**src/core/ext_mem_pkg.sv**
```systemverilog
// Constants, register map and state encoding of the external memory bus.
// Assumes an APB master with 32-bit data and byte addresses of 12 bits.
package ext_mem_pkg;
  // Register indices; the byte address is four times the index.
  localparam logic [9:0] IDX_CTRL_A = 10'h074;
  localparam logic [9:0] IDX_CTRL_B = 10'h075;
  localparam logic [9:0] IDX_PORT_OUT = 10'h076;
  localparam logic [9:0] IDX_PORT_DIR = 10'h077;
  localparam int ADDR_W = 12;
  localparam int IDX_LSB = 2;
  // Field positions in the control registers.
  localparam int ENABLE_BIT = 7;
  localparam int SRL_HI = 6;
  localparam int SRL_LO = 4;
  localparam int UWAIT_HI = 3;
  localparam int UWAIT_LO = 2;
  localparam int LWAIT_HI = 1;
  localparam int LWAIT_LO = 0;
  localparam int KEEPER_BIT = 7;
  localparam logic [7:0] CTRL_RESET = 8'h00;
  // Port register layout: AD lines, high address lines, then ALE, read, write.
  localparam int PORT_W = 19;
  localparam int PORT_AD_LO = 0;
  localparam int PORT_HI_LO = 8;
  localparam int PORT_ALE = 16;
  localparam int PORT_RD = 17;
  localparam int PORT_WR = 18;
  localparam logic [PORT_W-1:0] PORT_RESET = 19'h00000;
  // Address map.
  localparam logic [15:0] EXT_BASE = 16'h2200;
  localparam logic [15:0] SECTOR_STEP = 16'h2000;
  localparam logic [2:0] SRL_FIRST_SPLIT = 3'h2;
  // Wait-state codes.
  localparam logic [1:0] WAIT_NONE = 2'h0;
  localparam logic [1:0] WAIT_ONE = 2'h1;
  localparam logic [1:0] WAIT_TWO = 2'h2;
  localparam logic [1:0] WAIT_TWO_GAP = 2'h3;
  typedef enum logic [3:0] {
    ST_IDLE = 4'h0,
    ST_INT = 4'h1,
    ST_NOMAP = 4'h2,
    ST_ADDR = 4'h3,
    ST_LATCH = 4'h4,
    ST_STROBE = 4'h5,
    ST_SYNC = 4'h6,
    ST_TRAIL = 4'h7,
    ST_GAP = 4'h8
  } bus_state_t;
endpackage

```
**src/core/ext_mem_bus_keeper.sv**
```systemverilog
// Bus keeper for the multiplexed lines: remembers the last driven value.
// Assumes the pad resolves a weak keeper drive below the strong output drive.
module ext_mem_bus_keeper #(
  parameter int W = 8
) (
  input wire logic i_clk, // System clock.
  input wire logic i_rst, // Synchronous reset, active high.
  input wire logic i_enable, // Keeper switched on.
  input wire logic [W-1:0] i_drive_oe, // Strong drive enables of the lines.
  input wire logic [W-1:0] i_drive_val, // Strong drive values of the lines.
  output logic [W-1:0] o_keep_en, // Keeper drive enables.
  output logic [W-1:0] o_keep_val // Keeper held values.
);
  logic [W-1:0] hold;
  logic [W-1:0] next_hold;

  // Each line follows its strong drive and keeps that value once released.
  for (genvar b = 0; b < W; b++) begin : g_line
    always_comb begin
      next_hold[b] = i_drive_oe[b] ? i_drive_val[b] : hold[b];
      o_keep_en[b] = i_enable & ~i_drive_oe[b];
    end
  end

  // Registers the held values.
  always_ff @(posedge i_clk) begin
    if (i_rst) begin
      hold <= '0;
    end else begin
      hold <= next_hold;
    end
  end

  assign o_keep_val = hold;
endmodule

```
**src/core/ext_mem_iface.sv**
```systemverilog
// External parallel memory bus with APB control registers and port pin fallback.
// Assumes the core holds a data-space request until it sees the ready pulse.
// Contract
// - Route each access internally or to the bus; strobe the bus only when external.
// - Low address valid when ALE falls; ALE stays low during data transfer.
// - Internal accesses may pulse ALE and address but never the strobes.
// - Disabled, addresses above internal SRAM do not alias into it.
// - Enable bit hands all bus pins to the interface; zero restores port control.
// - Port output bits at one turn on pull-ups of the AD lines.
// - Keeper holds the last driven AD value while the lines float.
// - External space splits into lower and upper sectors with own waits.
// - Trailing ALE pulse only if the next instruction accesses RAM.
// - Limit field bits 6:4 pick the upper sector start address.
// - Limit zero gives one sector using the upper wait bits.
// - Control bits 3:2 select the upper sector wait code.
// - Control bits 1:0 select the lower sector wait code.
// - Codes add zero, one, two strobe cycles, or two plus an address gap.
// - Low address and data share eight lines; high lines are sized apart.
// - Keeper has its own enable, independent of the interface enable.
module ext_mem_iface #(
  parameter int HI_W = 8
) (
  input wire logic I_CLK, // System clock.
  input wire logic I_RST, // Synchronous reset, active high.
  input wire logic I_PSEL, // APB select.
  input wire logic I_PENABLE, // APB access phase.
  input wire logic I_PWRITE, // APB write.
  input wire logic [11:0] I_PADDR, // APB byte address.
  input wire logic [31:0] I_PWDATA, // APB write data.
  output logic [31:0] O_PRDATA, // APB read data.
  output logic O_PREADY, // APB ready.
  output logic O_PSLVERR, // APB error on unmapped address.
  input wire logic I_REQ, // Core data-space request.
  input wire logic I_WE, // Request is a write.
  input wire logic [15:0] I_ADDR, // Request address.
  input wire logic [7:0] I_WDATA, // Request write data.
  input wire logic I_NEXT_RAM, // Next instruction also accesses RAM.
  output logic O_READY, // Request done pulse.
  output logic O_INT_SEL, // Request served by internal SRAM.
  output logic [7:0] O_RDATA, // Read data from the bus.
  input wire logic [7:0] I_AD_IN, // AD pin levels.
  output logic [7:0] O_AD_OUT, // AD pin drive values.
  output logic [7:0] O_AD_OE, // AD pin drive enables.
  output logic [7:0] O_AD_PULLUP, // AD pull-up enables.
  output logic [7:0] O_AD_KEEP_EN, // AD keeper enables.
  output logic [7:0] O_AD_KEEP_VAL, // AD keeper values.
  output logic [HI_W-1:0] O_HI_OUT, // High address pin values.
  output logic [HI_W-1:0] O_HI_OE, // High address pin enables.
  output logic O_ALE, // Address latch strobe.
  output logic O_ALE_OE, // Address latch pin enable.
  output logic O_RD_N, // Read strobe, active low.
  output logic O_RD_N_OE, // Read pin enable.
  output logic O_WR_N, // Write strobe, active low.
  output logic O_WR_N_OE // Write pin enable.
);
  logic [7:0] ctrl_a;
  logic keeper_en;
  logic [ext_mem_pkg::PORT_W-1:0] port_out;
  logic [ext_mem_pkg::PORT_W-1:0] port_dir;
  logic [7:0] next_ctrl_a;
  logic next_keeper_en;
  logic [ext_mem_pkg::PORT_W-1:0] next_port_out;
  logic [ext_mem_pkg::PORT_W-1:0] next_port_dir;
  logic [9:0] reg_idx;
  logic apb_wr;
  logic hit;
  logic enable;
  ext_mem_pkg::bus_state_t state;
  ext_mem_pkg::bus_state_t next_state;
  logic [15:0] addr_q;
  logic [15:0] next_addr_q;
  logic we_q;
  logic next_we_q;
  logic [7:0] wdata_q;
  logic [7:0] next_wdata_q;
  logic next_ram_q;
  logic next_next_ram_q;
  logic [1:0] wait_q;
  logic [1:0] next_wait_q;
  logic [1:0] cnt;
  logic [1:0] next_cnt;
  logic [7:0] rdata;
  logic [7:0] next_rdata;
  logic [7:0] ad_s1;
  logic [7:0] ad_s2;
  logic [1:0] sector_wait;
  logic is_ext;
  logic bus_ale;
  logic bus_rd_n;
  logic bus_wr_n;
  logic [7:0] bus_ad;
  logic bus_ad_oe;

  assign enable = ctrl_a[ext_mem_pkg::ENABLE_BIT];
  assign reg_idx = I_PADDR[ext_mem_pkg::ADDR_W-1:ext_mem_pkg::IDX_LSB];
  assign apb_wr = I_PSEL & I_PENABLE & I_PWRITE;
  assign is_ext = (I_ADDR >= ext_mem_pkg::EXT_BASE);

  // APB decode, read mux and register next values; zero-wait slave.
  always_comb begin
    next_ctrl_a = ctrl_a;
    next_keeper_en = keeper_en;
    next_port_out = port_out;
    next_port_dir = port_dir;
    hit = 1'b1;
    O_PRDATA = 32'h00000000;
    case (reg_idx)
      ext_mem_pkg::IDX_CTRL_A: begin
        O_PRDATA = {24'h000000, ctrl_a};
        if (apb_wr) begin
          next_ctrl_a = I_PWDATA[7:0];
        end
      end
      ext_mem_pkg::IDX_CTRL_B: begin
        O_PRDATA[ext_mem_pkg::KEEPER_BIT] = keeper_en;
        if (apb_wr) begin
          next_keeper_en = I_PWDATA[ext_mem_pkg::KEEPER_BIT];
        end
      end
      ext_mem_pkg::IDX_PORT_OUT: begin
        O_PRDATA[ext_mem_pkg::PORT_W-1:0] = port_out;
        if (apb_wr) begin
          next_port_out = I_PWDATA[ext_mem_pkg::PORT_W-1:0];
        end
      end
      ext_mem_pkg::IDX_PORT_DIR: begin
        O_PRDATA[ext_mem_pkg::PORT_W-1:0] = port_dir;
        if (apb_wr) begin
          next_port_dir = I_PWDATA[ext_mem_pkg::PORT_W-1:0];
        end
      end
      default: begin
        hit = 1'b0;
      end
    endcase
    O_PREADY = 1'b1;
    O_PSLVERR = I_PSEL & I_PENABLE & ~hit;
  end

  // Registers the control state; everything clears on reset.
  always_ff @(posedge I_CLK) begin
    if (I_RST) begin
      ctrl_a <= ext_mem_pkg::CTRL_RESET;
      keeper_en <= 1'b0;
      port_out <= ext_mem_pkg::PORT_RESET;
      port_dir <= ext_mem_pkg::PORT_RESET;
    end else begin
      ctrl_a <= next_ctrl_a;
      keeper_en <= next_keeper_en;
      port_out <= next_port_out;
      port_dir <= next_port_dir;
    end
  end

  ext_mem_sector_decode u_sector (
    .i_addr(I_ADDR),
    .i_limit(ctrl_a[ext_mem_pkg::SRL_HI:ext_mem_pkg::SRL_LO]),
    .i_upper_wait(ctrl_a[ext_mem_pkg::UWAIT_HI:ext_mem_pkg::UWAIT_LO]),
    .i_lower_wait(ctrl_a[ext_mem_pkg::LWAIT_HI:ext_mem_pkg::LWAIT_LO]),
    .o_wait(sector_wait)
  );

  // Bus sequencer: address phase, strobe with waits, read sync, trailing ALE.
  always_comb begin
    next_state = state;
    next_addr_q = addr_q;
    next_we_q = we_q;
    next_wdata_q = wdata_q;
    next_next_ram_q = next_ram_q;
    next_wait_q = wait_q;
    next_cnt = cnt;
    next_rdata = rdata;
    case (state)
      ext_mem_pkg::ST_IDLE: begin
        if (I_REQ) begin
          next_addr_q = I_ADDR;
          next_we_q = I_WE;
          next_wdata_q = I_WDATA;
          next_next_ram_q = I_NEXT_RAM;
          next_wait_q = sector_wait;
          if (!is_ext) begin
            next_state = ext_mem_pkg::ST_INT;
          end else if (enable) begin
            next_state = ext_mem_pkg::ST_ADDR;
          end else begin
            next_state = ext_mem_pkg::ST_NOMAP;
            next_rdata = 8'h00;
          end
        end
      end
      ext_mem_pkg::ST_INT: begin
        next_state = ext_mem_pkg::ST_IDLE;
      end
      ext_mem_pkg::ST_NOMAP: begin
        next_state = ext_mem_pkg::ST_IDLE;
      end
      ext_mem_pkg::ST_ADDR: begin
        next_state = ext_mem_pkg::ST_LATCH;
      end
      ext_mem_pkg::ST_LATCH: begin
        next_state = ext_mem_pkg::ST_STROBE;
        // Code with gap strobes as long as code two.
        next_cnt = (wait_q == ext_mem_pkg::WAIT_TWO_GAP) ? ext_mem_pkg::WAIT_TWO : wait_q;
      end
      ext_mem_pkg::ST_STROBE: begin
        if (cnt == ext_mem_pkg::WAIT_NONE) begin
          next_state = ext_mem_pkg::ST_SYNC;
        end else begin
          next_cnt = cnt - 2'h1;
        end
      end
      ext_mem_pkg::ST_SYNC: begin
        next_state = ext_mem_pkg::ST_TRAIL;
      end
      ext_mem_pkg::ST_TRAIL: begin
        // The synchroniser now holds the level sampled as the strobe rose.
        if (!we_q) begin
          next_rdata = ad_s2;
        end
        if (wait_q == ext_mem_pkg::WAIT_TWO_GAP) begin
          next_state = ext_mem_pkg::ST_GAP;
        end else begin
          next_state = ext_mem_pkg::ST_IDLE;
        end
      end
      ext_mem_pkg::ST_GAP: begin
        next_state = ext_mem_pkg::ST_IDLE;
      end
      default: begin
        next_state = ext_mem_pkg::ST_IDLE;
      end
    endcase
  end

  // Registers the sequencer and the two-stage AD input synchroniser.
  always_ff @(posedge I_CLK) begin
    if (I_RST) begin
      state <= ext_mem_pkg::ST_IDLE;
      addr_q <= 16'h0000;
      we_q <= 1'b0;
      wdata_q <= 8'h00;
      next_ram_q <= 1'b0;
      wait_q <= ext_mem_pkg::WAIT_NONE;
      cnt <= ext_mem_pkg::WAIT_NONE;
      rdata <= 8'h00;
      ad_s1 <= 8'h00;
      ad_s2 <= 8'h00;
    end else begin
      state <= next_state;
      addr_q <= next_addr_q;
      we_q <= next_we_q;
      wdata_q <= next_wdata_q;
      next_ram_q <= next_next_ram_q;
      wait_q <= next_wait_q;
      cnt <= next_cnt;
      rdata <= next_rdata;
      ad_s1 <= I_AD_IN;
      ad_s2 <= ad_s1;
    end
  end

  // Bus-side pin values per state; strobes only move for external cycles.
  always_comb begin
    bus_ale = 1'b0;
    bus_rd_n = 1'b1;
    bus_wr_n = 1'b1;
    bus_ad = addr_q[7:0];
    bus_ad_oe = 1'b0;
    case (state)
      ext_mem_pkg::ST_INT, ext_mem_pkg::ST_ADDR: begin
        bus_ale = 1'b1;
        bus_ad_oe = 1'b1;
      end
      ext_mem_pkg::ST_LATCH: begin
        bus_ad_oe = 1'b1;
      end
      ext_mem_pkg::ST_STROBE: begin
        bus_ad = wdata_q;
        bus_ad_oe = we_q;
        bus_rd_n = we_q;
        bus_wr_n = ~we_q;
      end
      ext_mem_pkg::ST_TRAIL: begin
        bus_ale = next_ram_q;
      end
      default: begin
        bus_ale = 1'b0;
      end
    endcase
  end

  // Pin multiplexing between bus use and plain port use.
  always_comb begin
    if (enable) begin
      O_AD_OUT = bus_ad;
      O_AD_OE = {8{bus_ad_oe}};
      O_HI_OUT = addr_q[15:16-HI_W];
      O_HI_OE = '1;
      O_ALE = bus_ale;
      O_RD_N = bus_rd_n;
      O_WR_N = bus_wr_n;
      O_ALE_OE = 1'b1;
      O_RD_N_OE = 1'b1;
      O_WR_N_OE = 1'b1;
    end else begin
      O_AD_OUT = port_out[ext_mem_pkg::PORT_AD_LO+:8];
      O_AD_OE = port_dir[ext_mem_pkg::PORT_AD_LO+:8];
      O_HI_OUT = port_out[ext_mem_pkg::PORT_HI_LO+:HI_W];
      O_HI_OE = port_dir[ext_mem_pkg::PORT_HI_LO+:HI_W];
      O_ALE = port_out[ext_mem_pkg::PORT_ALE];
      O_RD_N = port_out[ext_mem_pkg::PORT_RD];
      O_WR_N = port_out[ext_mem_pkg::PORT_WR];
      O_ALE_OE = port_dir[ext_mem_pkg::PORT_ALE];
      O_RD_N_OE = port_dir[ext_mem_pkg::PORT_RD];
      O_WR_N_OE = port_dir[ext_mem_pkg::PORT_WR];
    end
    // Pull-ups act on lines that are not strongly driven.
    O_AD_PULLUP = port_out[ext_mem_pkg::PORT_AD_LO+:8] & ~O_AD_OE;
    O_READY = (state == ext_mem_pkg::ST_INT) || (state == ext_mem_pkg::ST_NOMAP) ||
              (state == ext_mem_pkg::ST_TRAIL);
    O_INT_SEL = (state == ext_mem_pkg::ST_INT);
  end

  assign O_RDATA = rdata;

  ext_mem_bus_keeper #(
    .W(8)
  ) u_keeper (
    .i_clk(I_CLK),
    .i_rst(I_RST),
    .i_enable(keeper_en),
    .i_drive_oe(O_AD_OE),
    .i_drive_val(O_AD_OUT),
    .o_keep_en(O_AD_KEEP_EN),
    .o_keep_val(O_AD_KEEP_VAL)
  );

  // Checks on the bus waveforms.
  property p_int_no_strobe;
    @(posedge I_CLK) disable iff (I_RST) (enable && O_INT_SEL) |-> (O_RD_N && O_WR_N);
  endproperty
  a_int_no_strobe: assert property (p_int_no_strobe) else $error("Strobe moved on internal access.");
  property p_addr_at_fall;
    @(posedge I_CLK) disable iff (I_RST) (enable && $fell(O_ALE) && state == ext_mem_pkg::ST_LATCH)
      |-> (O_AD_OE == 8'hFF && O_AD_OUT == addr_q[7:0]);
  endproperty
  a_addr_at_fall: assert property (p_addr_at_fall) else $error("Low address not valid as ALE fell.");
  property p_ale_low_strobe;
    @(posedge I_CLK) disable iff (I_RST) (enable && (!O_RD_N || !O_WR_N)) |-> !O_ALE;
  endproperty
  a_ale_low_strobe: assert property (p_ale_low_strobe) else $error("ALE high during strobe.");
  property p_nomap_zero;
    @(posedge I_CLK) disable iff (I_RST) (state == ext_mem_pkg::ST_NOMAP) |-> (O_RDATA == 8'h00 && !O_INT_SEL);
  endproperty
  a_nomap_zero: assert property (p_nomap_zero) else $error("Unmapped access aliased.");
  property p_strobe_two;
    @(posedge I_CLK) disable iff (I_RST) ($fell(O_RD_N) && enable && wait_q[1])
      |-> !O_RD_N [*3] ##1 O_RD_N;
  endproperty
  a_strobe_two: assert property (p_strobe_two) else $error("Two-wait strobe not three cycles.");
  property p_strobe_none;
    @(posedge I_CLK) disable iff (I_RST) ($fell(O_WR_N) && enable && wait_q == ext_mem_pkg::WAIT_NONE)
      |=> O_WR_N;
  endproperty
  a_strobe_none: assert property (p_strobe_none) else $error("No-wait strobe too long.");
  property p_trail_ale;
    @(posedge I_CLK) disable iff (I_RST) (enable && state == ext_mem_pkg::ST_TRAIL) |-> (O_ALE == next_ram_q);
  endproperty
  a_trail_ale: assert property (p_trail_ale) else $error("Trailing ALE mismatch.");
  property p_gap;
    @(posedge I_CLK) disable iff (I_RST) (state == ext_mem_pkg::ST_TRAIL && wait_q == ext_mem_pkg::WAIT_TWO_GAP)
      |=> (state == ext_mem_pkg::ST_GAP) ##1 !O_READY;
  endproperty
  a_gap: assert property (p_gap) else $error("Missing address gap.");
  property p_keeper;
    @(posedge I_CLK) disable iff (I_RST) (keeper_en && $fell(O_AD_OE[0]))
      |-> (O_AD_KEEP_EN[0] && O_AD_KEEP_VAL[0] == $past(O_AD_OUT[0]));
  endproperty
  a_keeper: assert property (p_keeper) else $error("Keeper lost the last value.");
endmodule

```
**src/core/ext_mem_sector_decode.sv**
```systemverilog
// Sector decoder: picks the wait-state code that applies to an external address.
// Assumes the address is already known to lie in the external space.
module ext_mem_sector_decode (
  input wire logic [15:0] i_addr, // Access address.
  input wire logic [2:0] i_limit, // Sector limit select.
  input wire logic [1:0] i_upper_wait, // Upper sector wait code.
  input wire logic [1:0] i_lower_wait, // Lower sector wait code.
  output logic [1:0] o_wait // Wait code for this access.
);
  logic [15:0] upper_start;

  // Codes below the first split make the whole space one upper sector.
  always_comb begin
    if (i_limit < ext_mem_pkg::SRL_FIRST_SPLIT) begin
      upper_start = ext_mem_pkg::EXT_BASE;
    end else begin
      upper_start = 16'(ext_mem_pkg::SECTOR_STEP * i_limit);
    end
    o_wait = (i_addr >= upper_start) ? i_upper_wait : i_lower_wait;
  end
endmodule

```
**config.mk**
```make
export PLATFORM = sky130hd
export DESIGN_NAME = ext_mem_iface
export DESIGN_NICKNAME = d
export VERILOG_FILES = /design/src/core/ext_mem_pkg.sv /design/src/core/ext_mem_bus_keeper.sv /design/src/core/ext_mem_iface.sv /design/src/core/ext_mem_sector_decode.sv
export SDC_FILE = /design/constraint.sdc
export NUM_CORES = 1
export LEC_CHECK = 0
export BUFFER_PORTS_ARGS = -buffer_cell sky130_fd_sc_hd__clkbuf_2
export CORE_MARGIN = 2
export CORE_UTILIZATION = 40
export DETAILED_ROUTE_END_ITERATION = 8
export GPL_TIMING_DRIVEN = 1
export PLACE_DENSITY = 0.67
export SLEW_MARGIN = 5
export SYNTH_ARGS = -nofsm -noshare
export SYNTH_HDL_FRONTEND = slang
export SYNTH_SLANG_ARGS = --single-unit
```
**constraint.sdc**
```tcl
create_clock -name I_CLK -period 2.7 [get_ports I_CLK]
set_input_delay 0.54 -clock I_CLK [delete_from_list [all_inputs] [get_ports I_CLK]]
set_output_delay 0.54 -clock I_CLK [all_outputs]
set_load 0.005 [all_outputs]
```
* Word level (Yosys, flattened, before mapping)
Index checks and enable logic that the tools add are counted.
Cells by class: add/subtract/negate cells 1, magnitude comparators 3, eq/ne operators 18, multiplexer cells 35, bitwise operators 23, reductions and logical operators 17
Operator list (count):
- $mux W8 | 9
- $eq A10 B7 Y1 const B | 4
- $pmux W4 S6 | 1
- $pmux W11 S2 | 1
- $pmux W7 S3 | 1
- $eq A4 B3 Y1 const B | 4
- $ge A16 B14 Y1 const B | 1
- $ge A16 B16 Y1 | 1
- $mux W16 | 1
- $pmux W8 S2 | 1
- $reduce_and A2 Y1 | 7
- $mux W4 | 3
- $ne A2 B2 Y1 const B | 6
- $and A1 B1 Y1 | 11
- $mux W1 | 10
- $not A1 Y1 | 10
- $and A8 B8 Y8 | 1
- $eq A4 B2 Y1 const B | 2
- $mux W2 | 4
- $not A8 Y8 | 1
- $reduce_and A5 Y1 | 1
- $eq A4 B1 Y1 const B | 1
- $logic_not A4 Y1 | 1
- $pmux W1 S2 | 2
- other kinds (11) | 13
Word-level totals: register bits 113, input bits 84, logic and storage cells 119

* Longest topological paths before layout
depth in word-level cells 6, gate-level depth with buffers 8, gate-level depth less buffers 8

* Hierarchy
Synthesis repeated with hierarchy kept, for this count alone.
Unflattened totals: cell total of the unflattened synthesis 634, area total of the unflattened synthesis 5436.5 um^2
By module, submodules not included:
- ext_mem_iface | times used 1, cells each 581, area each 4942.2 um^2, seq. area each 2102.0 um^2
- ext_mem_bus_keeper | times used 1, cells each 33, area each 345.3 um^2, seq. area each 160.2 um^2
- ext_mem_sector_decode | times used 1, cells each 20, area each 148.9 um^2, seq. area each 0.0 um^2

* Least setup slack after synthesis
No wires, ideal clock.
kind input port to output port, from in I_PADDR[5], to out O_PRDATA[12], data arrival time 1756 ps, required time 2160 ps, slack 404 ps, cell stages on the path 4, path buffers 1, cells stage by stage nand4b_2 -> nor4b_1 -> clkbuf_1 -> a22o_1
On the way: word-level cells in the longest chain between the ends 2, elaborated cells on any way between the ends 3, those cells by class eq/ne (2); mux (1)
RTL lines:
- start: declaration | line ext_mem_iface.sv:28 | input wire logic [11:0] I_PADDR,
- $eq A10 B7 Y1 | line ext_mem_iface.sv:107 | case (reg_idx)
- $pmux W11 S2 (*) | line ext_mem_iface.sv:107
- end: declaration | line ext_mem_iface.sv:30 | output logic [31:0] O_PRDATA,
Mark *: on every way between the ends. The rest lies on a longest branch, timed or not.

* Final worst setup path
from reg ctrl_a[7], to out O_AD_PULLUP[6]
On the way: word-level cells in the longest chain between the ends 3
RTL lines:
- start: declaration | line ext_mem_iface.sv:56 | logic [7:0] ctrl_a;
- start signal: assignment | line ext_mem_iface.sv:143 | ctrl_a <= ext_mem_pkg::CTRL_RESET;
- start signal: assignment | line ext_mem_iface.sv:148 | ctrl_a <= next_ctrl_a;
- $mux W8 | line ext_mem_iface.sv:294 | if (enable) begin
- $not A8 Y8 | line ext_mem_iface.sv:318 | O_AD_PULLUP = port_out[ext_mem_pkg::PORT_AD_LO+:8] & ~O_AD_OE;
- $and A8 B8 Y8 | line ext_mem_iface.sv:318
- end: declaration | line ext_mem_iface.sv:44 | output logic [7:0] O_AD_PULLUP,
No other way between the ends.

==> flow_summary.yaml <==
cells_and_area:
  drive_above_1_share_pct: 29.0
  diodes: 0
  multi_input_area_um2: 2730
  syn_to_final_growth_pct: 30.6
  nFillCells: 1314
  regArea_um2: 2260
  nets: 920
grt:
  grt_remaining_overflow: 0
  grt_max_degree: 51
  grt_pass1_vias: 4585
  grt_first_pass_wirelength_um: 23600
  antenna_found_initial: 0
  grtUsageTotal_pct: 21.0
route:
  vias: 5042
  finalWirelength_um: 14800
  wl_per_cell_um: 14.5
  via_per_inst: 4.94
  post-route-drc-count: 0
  initialDrtViolationCount: 343
  ant_nets: 0
  firstDrtPassIters: 5
critical_path:
  required_ns: 2.16
  cp-startpoint: "ctrl_a[7]$_SDFFE_PP0P_"
  worst-setup-path-type: "flip-flop to output port"
  arrival_ns: 2.06
  reg2reg_from: "state[0]$_SDFFE_PP0P_"
  cp-start-kind: "flip-flop"
  critPathMaxFanout: 10
  critPathCaptureType: "output port"
timing:
  period_minus_slack_ns: 2.60
  hold_viol: 0
  fin_worst_skew_ns: 0.0123
  worst-slew-pin-transition_ns: 0.775
  tns_ns: 0
  fmax_mhz: 385
  postLayoutSetupSlackWorst_ns: 0.101
  setup_viol: 0
  finalMaxSlewViolations: 0
  rsz0062_at_grt: "false"
  period_share_pct: 96.3
  relSlewSlack_pct: 48.3
place:
  dp_hpwl_um: 10800
  dp_worst_setup_slack_ns: 0.321
  gp_congestion: 0.841
  numPortBuffers: 160
floorplan:
  dieArea_um2: 14200
  core_um2: 13100
  io_pins: 190
  die_x_um: 119
  placementRows: 42
  initial_core_util_pct: 40.5
  die_h_um: 119
yosys:
  ys.flop_type: "dfxtp_1"
  synth-seq-area-share_pct: 42.7
  synth_warnings: 0
  synth_cell_types: 52
  postSynthCellCount: 675
  synth-async-reset-ratio_pct: 0
  ys_ff_latch: 113
  synth_edf_count: 0
  syn_avg_cell_area_um2: 7.85
  syn_area_um2: 5300
clock_tree:
  cts_tree: "yes"
  cts_root_buffer: "clkbuf_16"
  cts_buffers: 17
  clock_sinks: 113
  htree_num_levels: 4
  insertion_delay_ns: 0.40
  clk_pin_slew_ns: 0.05
  cts_buffer_depth: 2
  cts_setup_buffers: 0
power_and_ir_drop:
  clockPowerShare_pct: 54.4
  ir_worst_vdd_v: 0.000433
  power.switching_mw: 0.927
  p_per_area_nw_per_um2: 633
  p_leak_nw: 3.00
  sw_frac_of_total_pct: 21.2
  comb_power_share_pct: 5.9
  intPower_mw: 3.45
  seqPwrFrac_pct: 39.7
worst_hold_path:
  hp-start: "I_AD_IN[6]"
  worst_hold_path_type: "input port to flip-flop"
run:
  cap_violations: 0
outcome:
  status: "complete, no violations"
## routing by layer
metal | share of wire [%] | global-route usage [%]
met1 | 47 | 28.9
met2 | 46 | 33.5
met3 | 5.8 | 4.50
met4 | 1.2 | 5.51
met5 | 0 | 0
## sequential cells by signal, indices dropped and copies added, names as in the netlist
name / count
O_RDATA: 8
ad_s1: 8
ad_s2: 8
addr_q: 16
cnt: 2
ctrl_a: 8
keeper_en: 1
next_ram_q: 1
port_dir: 19
port_out: 19
state: 4
u_keeper.o_keep_val: 8
wait_q: 2
wdata_q: 8
we_q: 1
## final cells by class
class                      count  share of cell area [%]
multi-input combinational    498                    39.5
tap                          176                    3.18
sequential                   113                    32.7
timing repair buffer         181                    14.3
clock inverter                10                    2.24
inverter                      20                    1.14
clock buffer                  22                    7.00
## critical path: stages, from the launching register on
cell        delay, ns
dfxtp_1          0.60
clkinvlp_4       0.36
a21oi_1          0.39
and2_1           0.19
clkbuf_2         0.12
## worst paths after layout
path	end	slack, ns	cells past startpoint
max	O_AD_PULLUP[6]	0.10	4
min	ad_s1[6]$_SDFF_PP0_	0.35	2
max reg2reg	wait_q[1]$_SDFFE_PP0P_	0.63	6
min reg2reg	O_RDATA[4]$_SDFFE_PP0P_	0.43	2
## synthesized netlist by cell type (5+ instances only)
library cell | n | area (um2)
nor2b_1 | 18 | 113
a21oi_1 | 110 | 551
nand3_1 | 5 | 25.0
ha_1 | 5 | 62.6
buf_4 | 15 | 113
inv_1 | 19 | 71.3
mux2i_1 | 27 | 270
dfxtp_1 | 113 | 2260
and2_1 | 18 | 113
clkbuf_1 | 27 | 101
buf_2 | 10 | 50.1
mux2_2 | 9 | 101
a22o_1 | 12 | 105
or2_2 | 11 | 68.8
nor2_1 | 45 | 169
nand2_1 | 169 | 634
## metrics by stage
| stage | area (um2) | hold WS (ns) | util, % | power (mW) | instances |
|---|---|---|---|---|---|
| finish | 6920 | 0.348 | 52.9 | 4.38 | 1020 |
| global route | 6920 | 0.352 | 52.9 | 4.54 | 1020 |
| CTS | 6910 | 0.335 | 52.8 | 4.42 | 1020 |
| detailed placement | 6270 | 0.422 | 47.9 | 2.03 | 988 |
| global placement | 6270 | 0.415 | 47.9 | 2.03 | 988 |
| floorplan | 5340 | 0.414 | - | 1.92 | 687 |
## power by group through the flow
stage / clock [mW] / sequential [mW] / combinational, mW
4_1_cts: 2.42 / 1.74 / 0.260
3_3_place_gp: 0 / 1.77 / 0.258
2_1_floorplan: 0 / 1.76 / 0.160
6_report: 2.38 / 1.74 / 0.259
3_5_place_dp: 0 / 1.77 / 0.259
5_1_grt: 2.50 / 1.74 / 0.293
## cells by family (layout without fill, tap and decap cells)
| family | after synthesis | count (layout) | synth area share (%) |
|---|---|---|---|
| simple gates | 298 | 298 | 26.6 |
| flops | 113 | 113 | 42.7 |
| mux | 36 | 36 | 7.02 |
| buf+inv | 76 | 233 | 6.83 |
| compound gates | 143 | 143 | 15.2 |
| xor+xnor | 2 | 2 | 0.331 |
| other cells | 2 | 14 | 0.142 |
| fa+ha+maj | 5 | 5 | 1.18 |
## placed cells by master (no fill, tap or decap), types with 2 or more instances in the layout
cell type,netlist,final
or4_1,2,2
clkbuf_8,0,4
nand3_1,5,5
nand3b_1,2,2
a31oi_1,3,3
nor4b_1,3,2
conb_1,2,14
o21ai_0,4,4
and2_1,18,18
xnor2_1,2,2
a21oi_1,110,110
and3_1,2,2
clkinvlp_4,0,3
or2_2,11,11
nand2_1,169,169
a211oi_1,2,2
clkbuf_2,0,159
dfxtp_1,113,113
buf_4,15,20
bufinv_16,0,4
ha_1,5,5
nor2_1,45,44
nor3_1,4,4
o211ai_1,3,3
nand2b_1,3,3
clkinv_2,0,4
clkbuf_16,0,17
a22o_1,12,12
buf_12,0,2
nor2b_1,18,18
mux2_2,9,9
mux2i_1,27,27
nor4_1,4,4
nor4_2,2,2
inv_1,19,19
## repair_timing
item / 4_1_cts / 5_1_grt
gates resized for setup: 0 / 3
hold buffers: 0 / 0
endpoints found under the setup margin: 0 / 29
No activity file was read; power rests on OpenSTA's default activity.
